File: src/shared/i2m_pkg.sv
// Constants and types shared by the two-wire master sequencer
package i2m_pkg;
    // Register byte offsets
    localparam logic [7:0] ADR_CTRL = 8'h00;
    localparam logic [7:0] ADR_STAT = 8'h04;
    localparam logic [7:0] ADR_BAUD = 8'h08;
    localparam logic [7:0] ADR_BUF = 8'h0c;
    // Second control register fields
    localparam int CTRL_START = 0;
    localparam int CTRL_RESTART = 1;
    localparam int CTRL_RECEIVE = 3;
    localparam int CTRL_ACK_RECEIVED_STATUS = 6;
    localparam logic [7:0] CTRL_WPROT_MASK = 8'h1f;
    localparam logic [7:0] CTRL_REQ_MASK = 8'h0b;
    // Port status register fields
    localparam int STAT_BF = 0;
    localparam int STAT_SSEEN = 1;
    localparam int STAT_WRITE_COLLISION = 2;
    localparam int STAT_OVF = 3;
    localparam int STAT_BCOL = 4;
    localparam int STAT_EVT = 5;
    localparam logic [7:0] STAT_W1C_MASK = 8'h3e;
    // Reset values
    localparam logic [7:0] RST_CTRL = 8'h00;
    localparam logic [7:0] RST_STAT = 8'h00;
    localparam logic [7:0] RST_BAUD = 8'h00;
    localparam logic [7:0] RST_BYTE = 8'h00;
    // Baud generator steps once per two system clocks
    localparam logic TICK_LAST = 1'h1;
    // Bit counts
    localparam logic [3:0] BITS_LAST = 4'h7;
    localparam logic [3:0] BITS_ACK = 4'h8;

    typedef enum logic [11:0] {
        ST_IDLE = 12'h001,
        ST_WAIT = 12'h002,
        ST_HOLD = 12'h004,
        RS_SCLLOW = 12'h008,
        RS_SDAHI = 12'h010,
        RS_SCLREL = 12'h020,
        RS_BOTHHI = 12'h040,
        RS_SDALOW = 12'h080,
        TX_LOW = 12'h100,
        TX_HIGH = 12'h200,
        RX_LOW = 12'h400,
        RX_HIGH = 12'h800
    } i2m_state_e;
endpackage

File: src/rtl/i2m_master.sv
// Two-wire master sequencer: start, repeated start, transmit, receive
`timescale 1ns/1ps
`default_nettype none

module i2m_master (
    input wire logic sys_clk, // System clock, 100 MHz
    input wire logic rst_n, // Synchronous reset, active low
    input wire logic [7:0] wb_adr, // Wishbone byte address
    input wire logic [31:0] wb_dat_w, // Wishbone write data
    output logic [31:0] wb_dat_r, // Wishbone read data
    input wire logic wb_we, // Wishbone write enable
    input wire logic [3:0] wb_sel, // Wishbone byte lanes
    input wire logic wb_cyc, // Wishbone cycle
    input wire logic wb_stb, // Wishbone strobe
    output logic wb_ack, // Wishbone acknowledge
    input wire logic sda_pin, // SDA line level
    output logic sda_low, // SDA drive value, always low
    output logic sda_oe, // SDA pull-down enable
    input wire logic scl_pin, // SCL line level
    output logic scl_low, // SCL drive value, always low
    output logic scl_oe // SCL pull-down enable
);
    import i2m_pkg::*;

    i2m_state_e state_q, state_d;
    logic [7:0] brg_q, brg_d;
    logic tick_q, tick_d;
    logic hi_ok_q, hi_ok_d;
    logic [3:0] cnt_q, cnt_d;
    logic [7:0] shift_q, shift_d;
    logic [7:0] buf_q, buf_d;
    logic [7:0] ctrl_q, ctrl_d;
    logic [7:0] stat_q, stat_d;
    logic [7:0] baud_q, baud_d;
    logic sda_pull_q, sda_pull_d;
    logic scl_pull_q, scl_pull_d;
    logic ack_q, ack_d;
    logic [7:0] rdat_q, rdat_d;
    logic sda_m_q, sda_s_q, sda_p_q;
    logic scl_m_q, scl_s_q, scl_p_q;

    // Two-stage line synchronisers plus one delayed copy for edges
    always_ff @(posedge sys_clk) begin
        if (!rst_n) begin
            sda_m_q <= 1'b1;
            sda_s_q <= 1'b1;
            sda_p_q <= 1'b1;
            scl_m_q <= 1'b1;
            scl_s_q <= 1'b1;
            scl_p_q <= 1'b1;
        end else begin
            sda_m_q <= sda_pin;
            sda_s_q <= sda_m_q;
            sda_p_q <= sda_s_q;
            scl_m_q <= scl_pin;
            scl_s_q <= scl_m_q;
            scl_p_q <= scl_s_q;
        end
    end

    // Bus slave, registers and sequencer next state
    always_comb begin
        logic acc;
        logic wr;
        logic rd;
        logic busy;
        logic timeout;
        logic go_tx;
        logic abort;
        logic [7:0] st_set;
        logic [7:0] st_clr;
        logic [7:0] nshift;
        acc = 1'b0;
        wr = 1'b0;
        rd = 1'b0;
        busy = 1'b0;
        timeout = 1'b0;
        go_tx = 1'b0;
        abort = 1'b0;
        st_set = 8'h00;
        st_clr = 8'h00;
        nshift = {shift_q[6:0], sda_s_q};
        state_d = state_q;
        brg_d = brg_q;
        hi_ok_d = hi_ok_q;
        cnt_d = cnt_q;
        shift_d = shift_q;
        buf_d = buf_q;
        ctrl_d = ctrl_q;
        baud_d = baud_q;
        sda_pull_d = sda_pull_q;
        scl_pull_d = scl_pull_q;
        rdat_d = rdat_q;
        // Divider tick and down counter that rests at zero
        tick_d = ~tick_q;
        if (tick_q == TICK_LAST && brg_q != 8'h00) begin
            brg_d = brg_q - 8'h01;
        end
        timeout = (brg_q == 8'h00);
        // Single-cycle classic handshake
        acc = wb_cyc & wb_stb & ~ack_q;
        ack_d = acc;
        wr = acc & wb_we & wb_sel[0];
        rd = acc & ~wb_we;
        busy = (state_q != ST_IDLE) || ((ctrl_q & CTRL_REQ_MASK) != 8'h00);
        // Register writes
        if (wr && wb_adr == ADR_CTRL) begin
            if (!busy) begin
                ctrl_d = (ctrl_q & ~CTRL_WPROT_MASK) | (wb_dat_w[7:0] & CTRL_REQ_MASK);
            end
        end else if (wr && wb_adr == ADR_STAT) begin
            st_clr = wb_dat_w[7:0] & STAT_W1C_MASK;
        end else if (wr && wb_adr == ADR_BAUD) begin
            baud_d = wb_dat_w[7:0];
        end else if (wr && wb_adr == ADR_BUF) begin
            if (busy) begin
                st_set[STAT_WRITE_COLLISION] = 1'b1;
            end else begin
                go_tx = 1'b1;
                buf_d = wb_dat_w[7:0];
                shift_d = wb_dat_w[7:0];
                st_set[STAT_BF] = 1'b1;
                brg_d = baud_q;
                cnt_d = 4'h0;
                hi_ok_d = 1'b0;
                scl_pull_d = 1'b1;
                state_d = TX_LOW;
            end
        end
        // Register reads
        if (rd) begin
            if (wb_adr == ADR_CTRL) begin
                rdat_d = ctrl_q;
            end else if (wb_adr == ADR_STAT) begin
                rdat_d = stat_q;
            end else if (wb_adr == ADR_BAUD) begin
                rdat_d = baud_q;
            end else if (wb_adr == ADR_BUF) begin
                rdat_d = buf_q;
                if (state_q != TX_LOW && state_q != TX_HIGH) begin
                    st_clr[STAT_BF] = 1'b1;
                end
            end else begin
                rdat_d = 8'h00;
            end
        end
        // Start seen whenever SDA falls while SCL stays high
        if (sda_p_q && !sda_s_q && scl_s_q && scl_p_q) begin
            st_set[STAT_SSEEN] = 1'b1;
        end
        // Sequencer
        case (state_q)
            ST_IDLE: begin
                if (go_tx) begin
                    state_d = TX_LOW;
                end else if (ctrl_q[CTRL_START]) begin
                    if (sda_s_q && scl_s_q) begin
                        brg_d = {1'b0, baud_q[6:0]};
                        sda_pull_d = 1'b0;
                        state_d = ST_WAIT;
                    end else begin
                        abort = 1'b1;
                    end
                end else if (ctrl_q[CTRL_RESTART]) begin
                    scl_pull_d = 1'b1;
                    state_d = RS_SCLLOW;
                end else if (ctrl_q[CTRL_RECEIVE]) begin
                    sda_pull_d = 1'b0;
                    scl_pull_d = 1'b1;
                    brg_d = baud_q;
                    cnt_d = 4'h0;
                    state_d = RX_LOW;
                end
            end
            ST_WAIT: begin
                if (!scl_s_q) begin
                    abort = 1'b1;
                end else if (timeout) begin
                    if (sda_s_q) begin
                        sda_pull_d = 1'b1;
                        brg_d = baud_q;
                        state_d = ST_HOLD;
                    end else begin
                        abort = 1'b1;
                    end
                end
            end
            ST_HOLD: begin
                if (timeout) begin
                    ctrl_d[CTRL_START] = 1'b0;
                    st_set[STAT_EVT] = 1'b1;
                    scl_pull_d = 1'b1;
                    state_d = ST_IDLE;
                end
            end
            RS_SCLLOW: begin
                if (!scl_s_q) begin
                    brg_d = {2'b00, baud_q[5:0]};
                    sda_pull_d = 1'b0;
                    state_d = RS_SDAHI;
                end
            end
            RS_SDAHI: begin
                if (timeout) begin
                    if (sda_s_q) begin
                        scl_pull_d = 1'b0;
                        state_d = RS_SCLREL;
                    end else begin
                        abort = 1'b1;
                    end
                end
            end
            RS_SCLREL: begin
                if (scl_s_q) begin
                    if (!sda_s_q) begin
                        abort = 1'b1;
                    end else begin
                        brg_d = baud_q;
                        state_d = RS_BOTHHI;
                    end
                end
            end
            RS_BOTHHI: begin
                if (!scl_s_q) begin
                    abort = 1'b1;
                end else if (timeout) begin
                    sda_pull_d = 1'b1;
                    brg_d = baud_q;
                    state_d = RS_SDALOW;
                end
            end
            RS_SDALOW: begin
                if (timeout) begin
                    ctrl_d[CTRL_RESTART] = 1'b0;
                    st_set[STAT_EVT] = 1'b1;
                    state_d = ST_IDLE;
                end
            end
            TX_LOW: begin
                if (!hi_ok_q && !scl_s_q) begin
                    // Data changes only once SCL is seen low
                    hi_ok_d = 1'b1;
                    if (cnt_q == BITS_ACK) begin
                        sda_pull_d = 1'b0;
                    end else begin
                        sda_pull_d = ~shift_q[7];
                        shift_d = {shift_q[6:0], 1'b0};
                    end
                end else if (hi_ok_q && timeout) begin
                    scl_pull_d = 1'b0;
                    hi_ok_d = 1'b0;
                    state_d = TX_HIGH;
                end
            end
            TX_HIGH: begin
                if (!hi_ok_q) begin
                    if (scl_s_q) begin
                        brg_d = baud_q;
                        hi_ok_d = 1'b1;
                    end
                end else if (timeout) begin
                    scl_pull_d = 1'b1;
                    hi_ok_d = 1'b0;
                    cnt_d = cnt_q + 4'h1;
                    brg_d = baud_q;
                    state_d = TX_LOW;
                    if (cnt_q == BITS_LAST) begin
                        st_clr[STAT_BF] = 1'b1;
                    end else if (cnt_q == BITS_ACK) begin
                        ctrl_d[CTRL_ACK_RECEIVED_STATUS] = sda_s_q;
                        st_set[STAT_EVT] = 1'b1;
                        brg_d = 8'h00;
                        state_d = ST_IDLE;
                    end
                end
            end
            RX_LOW: begin
                if (timeout) begin
                    scl_pull_d = 1'b0;
                    hi_ok_d = 1'b0;
                    state_d = RX_HIGH;
                end
            end
            RX_HIGH: begin
                if (!hi_ok_q) begin
                    if (scl_s_q) begin
                        brg_d = baud_q;
                        hi_ok_d = 1'b1;
                    end
                end else if (timeout) begin
                    shift_d = nshift;
                    scl_pull_d = 1'b1;
                    cnt_d = cnt_q + 4'h1;
                    brg_d = baud_q;
                    state_d = RX_LOW;
                    if (cnt_q == BITS_LAST) begin
                        ctrl_d[CTRL_RECEIVE] = 1'b0;
                        buf_d = nshift;
                        if (stat_q[STAT_BF]) begin
                            st_set[STAT_OVF] = 1'b1;
                        end
                        st_set[STAT_BF] = 1'b1;
                        st_set[STAT_EVT] = 1'b1;
                        brg_d = 8'h00;
                        state_d = ST_IDLE;
                    end
                end
            end
            default: begin
                state_d = ST_IDLE;
            end
        endcase
        // Collision: flag, drop requests, release lines, go idle
        if (abort) begin
            st_set[STAT_BCOL] = 1'b1;
            ctrl_d = ctrl_d & ~CTRL_REQ_MASK;
            sda_pull_d = 1'b0;
            scl_pull_d = 1'b0;
            brg_d = 8'h00;
            state_d = ST_IDLE;
        end
        // Hardware set wins over software clear
        stat_d = (stat_q & ~st_clr) | st_set;
    end

    // State registers
    always_ff @(posedge sys_clk) begin
        if (!rst_n) begin
            state_q <= ST_IDLE;
            brg_q <= 8'h00;
            tick_q <= 1'b0;
            hi_ok_q <= 1'b0;
            cnt_q <= 4'h0;
            shift_q <= RST_BYTE;
            buf_q <= RST_BYTE;
            ctrl_q <= RST_CTRL;
            stat_q <= RST_STAT;
            baud_q <= RST_BAUD;
            sda_pull_q <= 1'b0;
            scl_pull_q <= 1'b0;
            ack_q <= 1'b0;
            rdat_q <= 8'h00;
        end else begin
            state_q <= state_d;
            brg_q <= brg_d;
            tick_q <= tick_d;
            hi_ok_q <= hi_ok_d;
            cnt_q <= cnt_d;
            shift_q <= shift_d;
            buf_q <= buf_d;
            ctrl_q <= ctrl_d;
            stat_q <= stat_d;
            baud_q <= baud_d;
            sda_pull_q <= sda_pull_d;
            scl_pull_q <= scl_pull_d;
            ack_q <= ack_d;
            rdat_q <= rdat_d;
        end
    end

    // Open-drain outputs and bus answer
    assign sda_low = 1'b0;
    assign scl_low = 1'b0;
    assign sda_oe = sda_pull_q;
    assign scl_oe = scl_pull_q;
    assign wb_ack = ack_q;
    assign wb_dat_r = {24'h000000, rdat_q};
endmodule

`default_nettype wire

File: config.mk
export PLATFORM = sky130hd
export DESIGN_NAME = i2m_master
export DESIGN_NICKNAME = d
export VERILOG_FILES = /design/src/shared/i2m_pkg.sv /design/src/rtl/i2m_master.sv
export SDC_FILE = /design/constraint.sdc
export NUM_CORES = 1
export LEC_CHECK = 0
export ABC_AREA = 1
export BUFFER_PORTS_ARGS = -buffer_cell sky130_fd_sc_hd__buf_2
export CORE_MARGIN = 10
export CORE_UTILIZATION = 55
export CTS_CLUSTER_DIAMETER = 30
export CTS_CLUSTER_SIZE = 30
export DETAILED_ROUTE_END_ITERATION = 12
export PLACE_DENSITY_LB_ADDON = 0.1
export SYNTH_ARGS = -nofsm -noshare
export SYNTH_HDL_FRONTEND = slang
export SYNTH_SLANG_ARGS = --single-unit
File: constraint.sdc
create_clock -name sys_clk -period 2.8 [get_ports sys_clk]
set_input_delay 0.56 -clock sys_clk [delete_from_list [all_inputs] [get_ports sys_clk]]
set_output_delay 0.56 -clock sys_clk [all_outputs]
set_load 0.02 [all_outputs]
==> flow_summary_export.csv, run 1 <==
group,metric,value,unit
synthesis,synthCells,823,
detailed_routing,ant_nets,0,
detailed_routing,num_vias,5621,
synthesis,synth.distinct_cells,49,
worst_hold_path,holdCritPathClass,"input port to flop",
critical_path,worstSetupStartpointType,"flop",
pwr,p_leak,0.00269,uW
synthesis,synth_seq_cells,77,
synthesis,synth_top_area_share,0.286,
pwr,clockPowerShare,0.324,
timing,grt_setup_unrepaired,"false",
critical_path,cp.arrival,2.78,ns
synthesis,synth_area_leader_cell,"dfxtp_1",
pwr,switchingPower,1160,uW
synthesis,synth.area.top_cells,"dfxtp_1, nand2_1, inv_1, nor2_1, a21oi_1",
global_routing,grt_max_degree,45,
layout,diodes,0,
place,dpl.hpwl,13.0,mm
pwr,vdd_drop_max,0.000364,V
global_routing,track_usage,0.234,
timing,worstMarginPinSlew,0.532,ns
critical_path,required,3.07,ns
global_routing,antenna_found_initial,0,
synthesis,synth_ff_type,"dfxtp_1",
cts,insertion_delay,0.37,ns
detailed_routing,vias_per_cell,5.60,
timing,hold_viol_final,0,
layout,drive_gt1_frac,0.171,
detailed_routing,drtPass1Iterations,5,
floorplanning,core,0.00964,mm2
layout,fillers,964,
detailed_routing,dr_wl_met2,7.52,mm
critical_path,r2r_cells,13,
pwr,p_int,1960,uW
pwr,seq_power_share,0.376,
synthesis,ys_seq_area_frac,0.286,
cts,cts_made_buffers,9,
timing,skew,0.0140,ns
cts,cts_post_setup_buffers_inserted,0,
timing,fmax,398,MHz
synthesis,ys_warn_count,0,
worst_hold_path,min_from,"sda_pin",
critical_path,r2r-start,"brg_q[0]",
timing,tns,0,ns
job,maxCapViolCount,0,
detailed_routing,wire_per_inst,16.7,um
detailed_routing,routed-wl-met3,1.47,mm
floorplanning,pin_count,88,
synthesis,syn-cell-area,0.00539,mm2
run_status,status,"complete, no violations",
cts,cts_buffer_depth,2,
place,portBuffers,34,
timing,drv_slew,0,
critical_path,end_kind,"flop",
worst_hold_path,hold_end,"sda_m_q",
cts,cts_resized,0,
timing,fin_crit,2.51,ns
detailed_routing,initialDrtViolationCount,511,
critical_path,ff2ff_setup_slack,0.29,ns
detailed_routing,routed_wl,16.7,mm
detailed_routing,wl_met1,7.10,mm
cts,cts_sinks,77,
global_routing,grt_pass1_vias,5307,
floorplanning,die_width,119,um
cts,tritoncts,"yes",
floorplanning,start_util,0.559,
worst_hold_path,hold_depth,2,
detailed_routing,route.detailed.drc,0,
timing,finalSetupViolations,0,
synthesis,synth_most_common_cell,"nand2_1",
critical_path,r2r-end,"state_q[2]",
floorplanning,dieArea,0.0141,mm2
cts,cts_root_buffer,"clkbuf_8",
cts,holdBufCountCts,0,
synthesis,yosys-top-cells-count,"nand2_1, inv_1, nor2_1",
pwr,swShare,0.371,
floorplanning,std_cell_rows,36,
layout,nets,920,
synthesis,async_reset_ff_frac,0,
synthesis,postSynthAreaPerCell,6.54,um2
cts,clk_pin_slew,0.09,ns
timing,period_share,0.896,
layout,final_core_util,0.609,
pwr,p_comb_frac,0.300,
critical_path,crit_fanout,13,
detailed_routing,top_layer,"met4",
pwr,powerDensity,531,mW/mm2
timing,max_slew_margin,0.644,
layout,areaGrowthSynthToFinish,9.01,%
place,gp_congestion,1.01,
cts,h-tree-depth,3,
floorplanning,dieHeight,119,um
global_routing,grt-ovfl-total,0,
synthesis,synth-edff-count,0,
global_routing,grt_pass1_wl,27.3,mm
critical_path,critical_path_class,"flop to flop",
==> power groups by stage <==
stage | Sequential [uW] | Combinational (uW) | Clock, uW
finish | 1170 | 936 | 1010
global route | 1180 | 1050 | 1060
CTS | 1170 | 927 | 1010
detailed placement | 1200 | 922 | 0
global placement | 1200 | 903 | 0
floorplan | 1190 | 753 | 0
==> layout by cell type, fill, tap and decap left out, drive strengths merged, types with 4 or more instances in the layout <==
cell type | Yosys | final
nand3 | 48 | 48
o21ai | 49 | 49
a221oi | 5 | 5
nor2 | 109 | 109
nor3 | 23 | 23
buf | 34 | 48
xor2 | 4 | 4
conb | 1 | 26
nand2 | 213 | 213
nor4 | 7 | 7
inv | 110 | 112
nand4 | 16 | 16
a21oi | 49 | 49
or2 | 5 | 5
a31oi | 7 | 7
o211ai | 19 | 19
o22ai | 10 | 10
clkinv | 4 | 5
dfxtp | 77 | 77
clkbuf | 7 | 10
a211oi | 9 | 9
==> registers in the layout (all words and copies together), names as in the netlist, 4 cells and up <==
| signal | count |
|---|---|
| baud_q | 8 |
| brg_q | 8 |
| buf_q | 8 |
| cnt_q | 4 |
| ctrl_q | 4 |
| rdat_q | 8 |
| shift_q | 8 |
| stat_q | 6 |
| state_q | 12 |
==> area by class of cell <==
type                            count  area, um2  area share
Inverter                          114        437      0.0744
Clock inverter                      6       93.8      0.0160
Timing Repair Buffer               48        275      0.0469
Sequential cell                    77       1540       0.263
Clock buffer                       10        138      0.0234
Tap cell                          133        166      0.0283
Multi-Input combinational cell    616       3220       0.548
==> layer usage <==
metal | track usage | vias to the layer above
li1 | - | 2759
met1 | 0.299 | 2570
met3 | 0.0501 | 51
met5 | 0 | -
met4 | 0.111 | 0
met2 | 0.368 | 241
==> cells by family (layout without fill, tap and decap cells) <==
family,count (synthesis),count (layout),synth area share
fa+ha+maj,3,3,0.00697
simple gates,426,426,0.390
buf+inv,155,178,0.133
xor+xnor,6,6,0.00976
other cells,1,26,0.000696
flops,77,77,0.286
compound gates,155,155,0.173
==> worst max path at each step <==
stage / from / endpoint / slack (ns) / cells after the start
6_report: brg_q[0] / state_q[2] / 0.29 / 13
5_1_grt: brg_q[0] / shift_q[0] / 0.23 / 11
4_1_cts: brg_q[0] / state_q[2] / 0.44 / 13
3_5_place_dp: wb_cyc / brg_q[5] / 0.24 / 18
3_3_place_gp: wb_cyc / brg_q[2] / 0.25 / 18
2_1_floorplan: wb_adr[7] / brg_q[4] / 0.80 / 15
==> per-stage QoR <==
| step | total power, uW | cells | setup slack [ns] | instance area, um2 | hold slack (ns) |
|---|---|---|---|---|---|
| 2_1_floorplan | 1940 | 848 | 0.804 | 5480 | 0.393 |
| 3_3_place_gp | 2100 | 988 | 0.255 | 5640 | 0.394 |
| 3_5_place_dp | 2120 | 988 | 0.235 | 5640 | 0.402 |
| 4_1_cts | 3110 | 1004 | 0.437 | 5870 | 0.369 |
| 5_1_grt | 3290 | 1004 | 0.225 | 5870 | 0.380 |
| 6_report | 3120 | 1004 | 0.291 | 5870 | 0.370 |
==> critical path, cell delays in order, from the launching register on <==
cell and delay [ns]:
dfxtp_1 0.32, inv_1 0.10, ha_1 0.20, nand2_2 0.12, nor2_8 0.28, inv_4 0.16, nor2_8 0.16, inv_4 0.08
o21ai_1 0.17, nand4_1 0.28, a21oi_1 0.31, nand2_1 0.09, nand2_1 0.07, a21oi_1 0.05
Note: power is estimated with default switching activity, not from simulation.
==> run 2: changes to the inputs <==
--- a/config.mk
+++ b/config.mk
@@ -7,8 +7,9 @@
 export LEC_CHECK = 0
 export ABC_AREA = 1
 export BUFFER_PORTS_ARGS = -buffer_cell sky130_fd_sc_hd__buf_2
+export CORE_ASPECT_RATIO = 1.2
 export CORE_MARGIN = 10
-export CORE_UTILIZATION = 55
+export CORE_UTILIZATION = 30
 export CTS_CLUSTER_DIAMETER = 30
 export CTS_CLUSTER_SIZE = 30
 export DETAILED_ROUTE_END_ITERATION = 12
==> run 2 against run 1 <==
Effect of this change: core utilization fell by 26 points; global-route usage decreased by 7.5 points; largest cell class unchanged; cell count increased by 8.9%; total power is 7.7% higher; highest routed layer unchanged.
==> flow_summary_export.csv, run 2 (same netlist as run 1, synthesis figures left out) <==
group,metric,value,unit
run_status,status,"complete, no violations",
detailed_routing,num_vias,5379,
critical_path,required,3.05,ns
detailed_routing,routed_wl,19.0,mm
cts,cts_post_setup_buffers_inserted,0,
timing,worstMarginPinSlew,0.520,ns
global_routing,busiest_layer,"met2",
timing,max_slew_margin,0.652,
timing,fin_crit,2.39,ns
timing,skew,0.00543,ns
pwr,powerDensity,553,mW/mm2
critical_path,crit_fanout,11,
critical_path,ff2ff_setup_slack,0.41,ns
cts,insertion_delay,0.35,ns
timing,fmax,418,MHz
layout,nets,922,
pwr,p_total,3360,uW
floorplanning,die_width,142,um
layout,layout_common_cells,"nand2_1, inv_1, nor2_1",
critical_path,critical_path_class,"flop to flop",
place,portBuffers,34,
layout,largest_reg_flops,12,
global_routing,grt_pass1_vias,5385,
detailed_routing,vias_per_cell,4.92,
global_routing,grt_max_degree,37,
cts,clk_pin_slew,0.06,ns
floorplanning,dieArea,0.0237,mm2
global_routing,grt_pass1_wl,29.9,mm
detailed_routing,wire_per_inst,17.4,um
critical_path,r2r-end,"brg_q[0]",
job,maxCapViolCount,0,
layout,drive_gt1_frac,0.172,
timing,period_share,0.855,
timing,grt_setup_unrepaired,"false",
worst_hold_path,holdCritPathClass,"input port to flop",
cts,cts_sinks,77,
worst_hold_path,hold_depth,2,
floorplanning,start_util,0.306,
cts,cts_made_buffers,9,
layout,diodes,0,
timing,drv_slew,0,
floorplanning,pin_count,88,
cts,cts_resized,0,
global_routing,antenna_found_initial,0,
layout,final_core_util,0.345,
critical_path,r2r_cells,13,
detailed_routing,initialDrtViolationCount,307,
critical_path,cp.arrival,2.64,ns
layout,regMostFlops,"state_q",
timing,tns,0,ns
cts,cts_buffer_depth,2,
critical_path,worstSetupStartpointType,"flop",
floorplanning,core,0.0176,mm2
global_routing,grt-ovfl-total,0,
timing,hold_viol_final,0,
detailed_routing,route.detailed.drc,0,
detailed_routing,ant_nets,0,
cts,holdBufCountCts,0,
timing,finalSetupViolations,0,
place,dpl.hpwl,15.0,mm
cts,h-tree-depth,3,
critical_path,end_kind,"flop",
critical_path,critPathLaunch,"brg_q[0]",
worst_hold_path,hold_end,"scl_m_q",
global_routing,met2_usage,0.276,
place,place_ws,0.324,ns
floorplanning,dieHeight,167,um
global_routing,grt_util_met1,0.190,
pwr,p_leak,0.00273,uW
global_routing,track_usage,0.159,
layout,areaGrowthSynthToFinish,12.6,%
pwr,vdd_drop_max,0.000306,V
detailed_routing,drtPass1Iterations,6,
floorplanning,std_cell_rows,53,
critical_path,r2r-start,"brg_q[0]",
global_routing,grtUsageMet3,0.0287,
layout,final_common_cell,"nand2_1",
cts,cts_root_buffer,"clkbuf_16",
timing,layout_setup_ws,0.406,ns
cts,tritoncts,"yes",
worst_hold_path,min_from,"scl_pin",
place,gp_congestion,0.906,
-- run 2: final cells by class --
class                           instances  area (um2)
Clock inverter                          5        57.6
Inverter                              114         437
Timing Repair Buffer                   50         290
Multi-Input combinational cell        616        3220
Clock buffer                           11         243
Sequential cell                        77        1540
Tap cell                              220         275
Fill cell                            1973       11500
-- run 2: per-layer routing --
metal / vias to the layer above / part of all wire
li1: 2758 / -
met1: 2461 / 0.43
met2: 135 / 0.49
met3: 25 / 0.050
met4: 0 / 0.025
met5: - / 0
-- run 2: metrics by stage --
step | instances | hold slack (ns) | instance area [um2]
5_1_grt | 1093 | 0.387 | 6060
3_5_place_dp | 1077 | 0.402 | 5760
6_report | 1093 | 0.394 | 6060
4_1_cts | 1093 | 0.382 | 6060
3_3_place_gp | 1077 | 0.395 | 5760
2_1_floorplan | 848 | 0.393 | 5480
-- run 2: power by group --
part | switching [uW] | internal [uW]
logic | 663 | 303
registers | 38.4 | 1130
clock network | 499 | 717
total | 1200 | 2160
-- run 2: worst max-delay path by stage --
stage / slack (ns) / cells after the start / to
5_1_grt: 0.14 / 11 / shift_q[0]
4_1_cts: 0.36 / 11 / shift_q[1]
2_1_floorplan: 0.80 / 15 / brg_q[4]
3_3_place_gp: 0.34 / 17 / brg_q[7]
3_5_place_dp: 0.32 / 17 / brg_q[7]
6_report: 0.41 / 13 / brg_q[0]
-- run 2: worst max-delay path, cell delays in order (launching register included) --
cell     delay (ns)
dfxtp_1        0.30
inv_1          0.09
ha_1           0.20
nand2_2        0.13
nor2_8         0.27
inv_4          0.14
buf_4          0.22
nor2_1         0.11
o21a_1         0.37
o21ai_0        0.12
nand2_1        0.09
nand4_1        0.12
nand2_1        0.08
inv_1          0.04
==> run 3: changes to the inputs <==
--- a/config.mk
+++ b/config.mk
@@ -5,7 +5,7 @@
 export SDC_FILE = /design/constraint.sdc
 export NUM_CORES = 1
 export LEC_CHECK = 0
-export ABC_AREA = 1
+export ABC_AREA = 0
 export BUFFER_PORTS_ARGS = -buffer_cell sky130_fd_sc_hd__buf_2
 export CORE_ASPECT_RATIO = 1.2
 export CORE_MARGIN = 10
@@ -14,6 +14,7 @@
 export CTS_CLUSTER_SIZE = 30
 export DETAILED_ROUTE_END_ITERATION = 12
 export PLACE_DENSITY_LB_ADDON = 0.1
+export REMOVE_ABC_BUFFERS = 1
 export SYNTH_ARGS = -nofsm -noshare
 export SYNTH_HDL_FRONTEND = slang
 export SYNTH_SLANG_ARGS = --single-unit
==> run 3 against run 2 <==
Effect of this change: area after synthesis decreased by 8.0%; synthesized cell count decreased by 21%; clock power about the same; wire length increased by 0.39%; critical path type unchanged; sequential power about the same; cell count decreased by 15%; worst hold slack got worse by 0.0096 ns.
==> flow_summary_export.csv, run 3 <==
group,metric,value,unit
run_status,status,"complete, no violations",
timing,finalSetupViolations,0,
worst_hold_path,hold_depth,2,
synthesis,synth-edff-count,0,
critical_path,crit_path_max_incr_delay,0.72,ns
global_routing,grt_max_degree,42,
timing,skew,0.00865,ns
layout,fin_cells,933,
critical_path,required,3.06,ns
floorplanning,dieArea,0.0221,mm2
synthesis,async_reset_ff_frac,0,
timing,tns,0,ns
detailed_routing,initialDrtViolationCount,328,
worst_hold_path,min_from,"sda_pin",
place,post_dp_cell_area,0.00558,mm2
global_routing,track_usage,0.174,
pwr,swShare,0.379,
timing,worstMarginPinSlew,0.668,ns
pwr,seq_power_share,0.320,
critical_path,r2r-end,"brg_q[5]",
detailed_routing,wire_per_inst,20.5,um
timing,fin_crit,2.65,ns
worst_hold_path,hold_end,"sda_m_q",
floorplanning,start_util,0.306,
cts,cts_made_buffers,9,
place,gp_congestion,0.947,
layout,layout_common_cells,"nand2_1, dfxtp_1, nor2_1",
cts,cts_sinks,77,
floorplanning,std_cell_rows,51,
critical_path,critical_path_class,"flop to flop",
pwr,p_leak,0.00232,uW
pwr,powerDensity,637,mW/mm2
layout,nets,770,
layout,largest_reg_flops,12,
critical_path,crit_fanout,9,
cts,insertion_delay,0.35,ns
pwr,vdd_drop_max,0.000384,V
cts,cts_buffer_depth,2,
synthesis,synthCells,654,
synthesis,synth_top_area_share,0.311,
critical_path,critPathLaunch,"state_q[11]",
synthesis,yosys-top-cells-count,"nand2_1, dfxtp_1, nor2_1",
synthesis,synth.distinct_cells,75,
critical_path,ff2ff_setup_slack,0.15,ns
timing,drv_slew,0,
timing,fmax,378,MHz
timing,max_slew_margin,0.550,
pwr,p_total,3770,uW
synthesis,ys_warn_count,0,
timing,hold_viol_final,0,
place,dp.cells,917,
global_routing,grt-ovfl-total,0,
synthesis,synth_seq_cells,77,
floorplanning,dieHeight,161,um
cts,tritoncts,"yes",
detailed_routing,num_vias,5167,
critical_path,path_cells,"or4_1 -> nor3_4 -> o21ai_0 -> nand4_1 -> buf_4 -> nor2_1 -> o31ai_1",
synthesis,postSynthAreaPerCell,7.57,um2
detailed_routing,vias_per_cell,5.54,
cts,cts_root_buffer,"clkbuf_16",
place,portBuffers,34,
critical_path,end_kind,"flop",
floorplanning,die_width,137,um
layout,final_common_cell,"nand2_1",
job,maxCapViolCount,0,
floorplanning,pin_count,88,
timing,grt_setup_unrepaired,"false",
synthesis,syn-cell-area,0.00495,mm2
critical_path,cp.arrival,2.91,ns
cts,cts_post_setup_buffers_inserted,0,
pwr,clockPowerShare,0.333,
detailed_routing,ant_nets,0,
timing,period_share,0.946,
layout,regMostFlops,"state_q",
pwr,switchingPower,1430,uW
place,dpl.hpwl,14.9,mm
detailed_routing,drtPass1Iterations,5,
synthesis,synth_area_leader_cell,"dfxtp_1",
synthesis,synth_most_common_cell,"nand2_1",
cts,clk_pin_slew,0.07,ns
floorplanning,core,0.0162,mm2
pwr,p_comb_frac,0.348,
layout,drive_gt1_frac,0.202,
global_routing,antenna_found_initial,0,
critical_path,worst_path_max_delay_cell,"or4_1",
layout,areaGrowthSynthToFinish,19.5,%
critical_path,r2r-start,"state_q[11]",
pwr,p_int,2340,uW
global_routing,grt_pass1_wl,29.8,mm
synthesis,ys_seq_area_frac,0.311,
layout,postLayoutCellArea,0.00592,mm2
synthesis,synth.area.top_cells,"dfxtp_1, nand2_1, a21oi_1, nor2_1, buf_4",
detailed_routing,route.detailed.drc,0,
synthesis,synth_ff_type,"dfxtp_1",
detailed_routing,routed_wl,19.1,mm
layout,diodes,0,
global_routing,grt_pass1_vias,5131,
worst_hold_path,holdCritPathClass,"input port to flop",
cts,h-tree-depth,3,
critical_path,r2r_cells,7,
critical_path,worstSetupStartpointType,"flop",
[run 3: changes by cell type after synthesis, sizes merged, moves of 14 or more]
| cell | before | now |
|---|---|---|
| clkbuf | 7 | 23 |
| inv | 110 | 20 |
| nor2 | 109 | 66 |
| nand3 | 48 | 23 |
| buf | 34 | 48 |
| nand2 | 213 | 80 |
| o211ai | 19 | 4 |
[run 3: power by group through the flow]
stage	clock network (uW)	registers (uW)	logic, uW
4_1_cts	1260	1200	1300
6_report	1250	1200	1310
3_3_place_gp	0	1230	1280
5_1_grt	1310	1210	1410
3_5_place_dp	0	1230	1290
2_1_floorplan	0	1220	723
[run 3: area by class of cell]
type | instances | area (um2)
clock buffers | 10 | 229
clock inverters | 6 | 71.3
fillers | 1797 | 10300
inverters | 20 | 75.1
multi-input cells | 511 | 3080
flip-flops and latches | 77 | 1540
well taps | 212 | 265
repair buffers | 97 | 656
[run 3: timing repair]
item / in CTS / in global routing
hold buffers: 0 / 0
setup endpoints to repair: 0 / 17
resized for setup: 0 / 8
[run 3: worst max-delay path by stage]
stage                   to  cells after the start  slack (ns)
2_1_floorplan     brg_q[6]                      7       -0.89
3_3_place_gp   state_q[10]                      7        0.08
3_5_place_dp   state_q[10]                      7        0.09
4_1_cts        state_q[10]                      7        0.07
5_1_grt           brg_q[2]                      7        0.02
6_report          brg_q[5]                      7        0.15
[run 3: through the flow]
stage	hold WS, ns	setup slack, ns	utilization
after floorplan	0.386	-0.885	-
after global placement	0.393	0.0794	0.344
after detailed placement	0.398	0.0903	0.344
after CTS	0.379	0.0687	0.363
after global routing	0.378	0.0200	0.365
final	0.385	0.152	0.365
[run 3: cell families after synthesis]
family | share of synthesized area
fa+ha+maj | 0.00758
simple gates | 0.308
compound gates | 0.223
buf+inv | 0.0947
mux | 0.0404
other cells | 0.000757
flops | 0.311
xor+xnor | 0.0141
[run 3: worst max-delay path, delay by kind of cell (launching register included)]
kind                   cells  cell delay, ns
AND/OR/NAND/NOR            4            1.39
AO/OA/AOI/OAI              2            0.55
flip-flops                 1            0.42
buffers and inverters      1            0.18
[run 3: layer usage]
layer	wire [um]	global-route usage	vias to the layer above
li1	-	-	2481
met1	7920	0.209	2499
met2	9760	0.302	155
met3	878	0.0318	32
met4	527	0.0600	0
met5	0	0	-
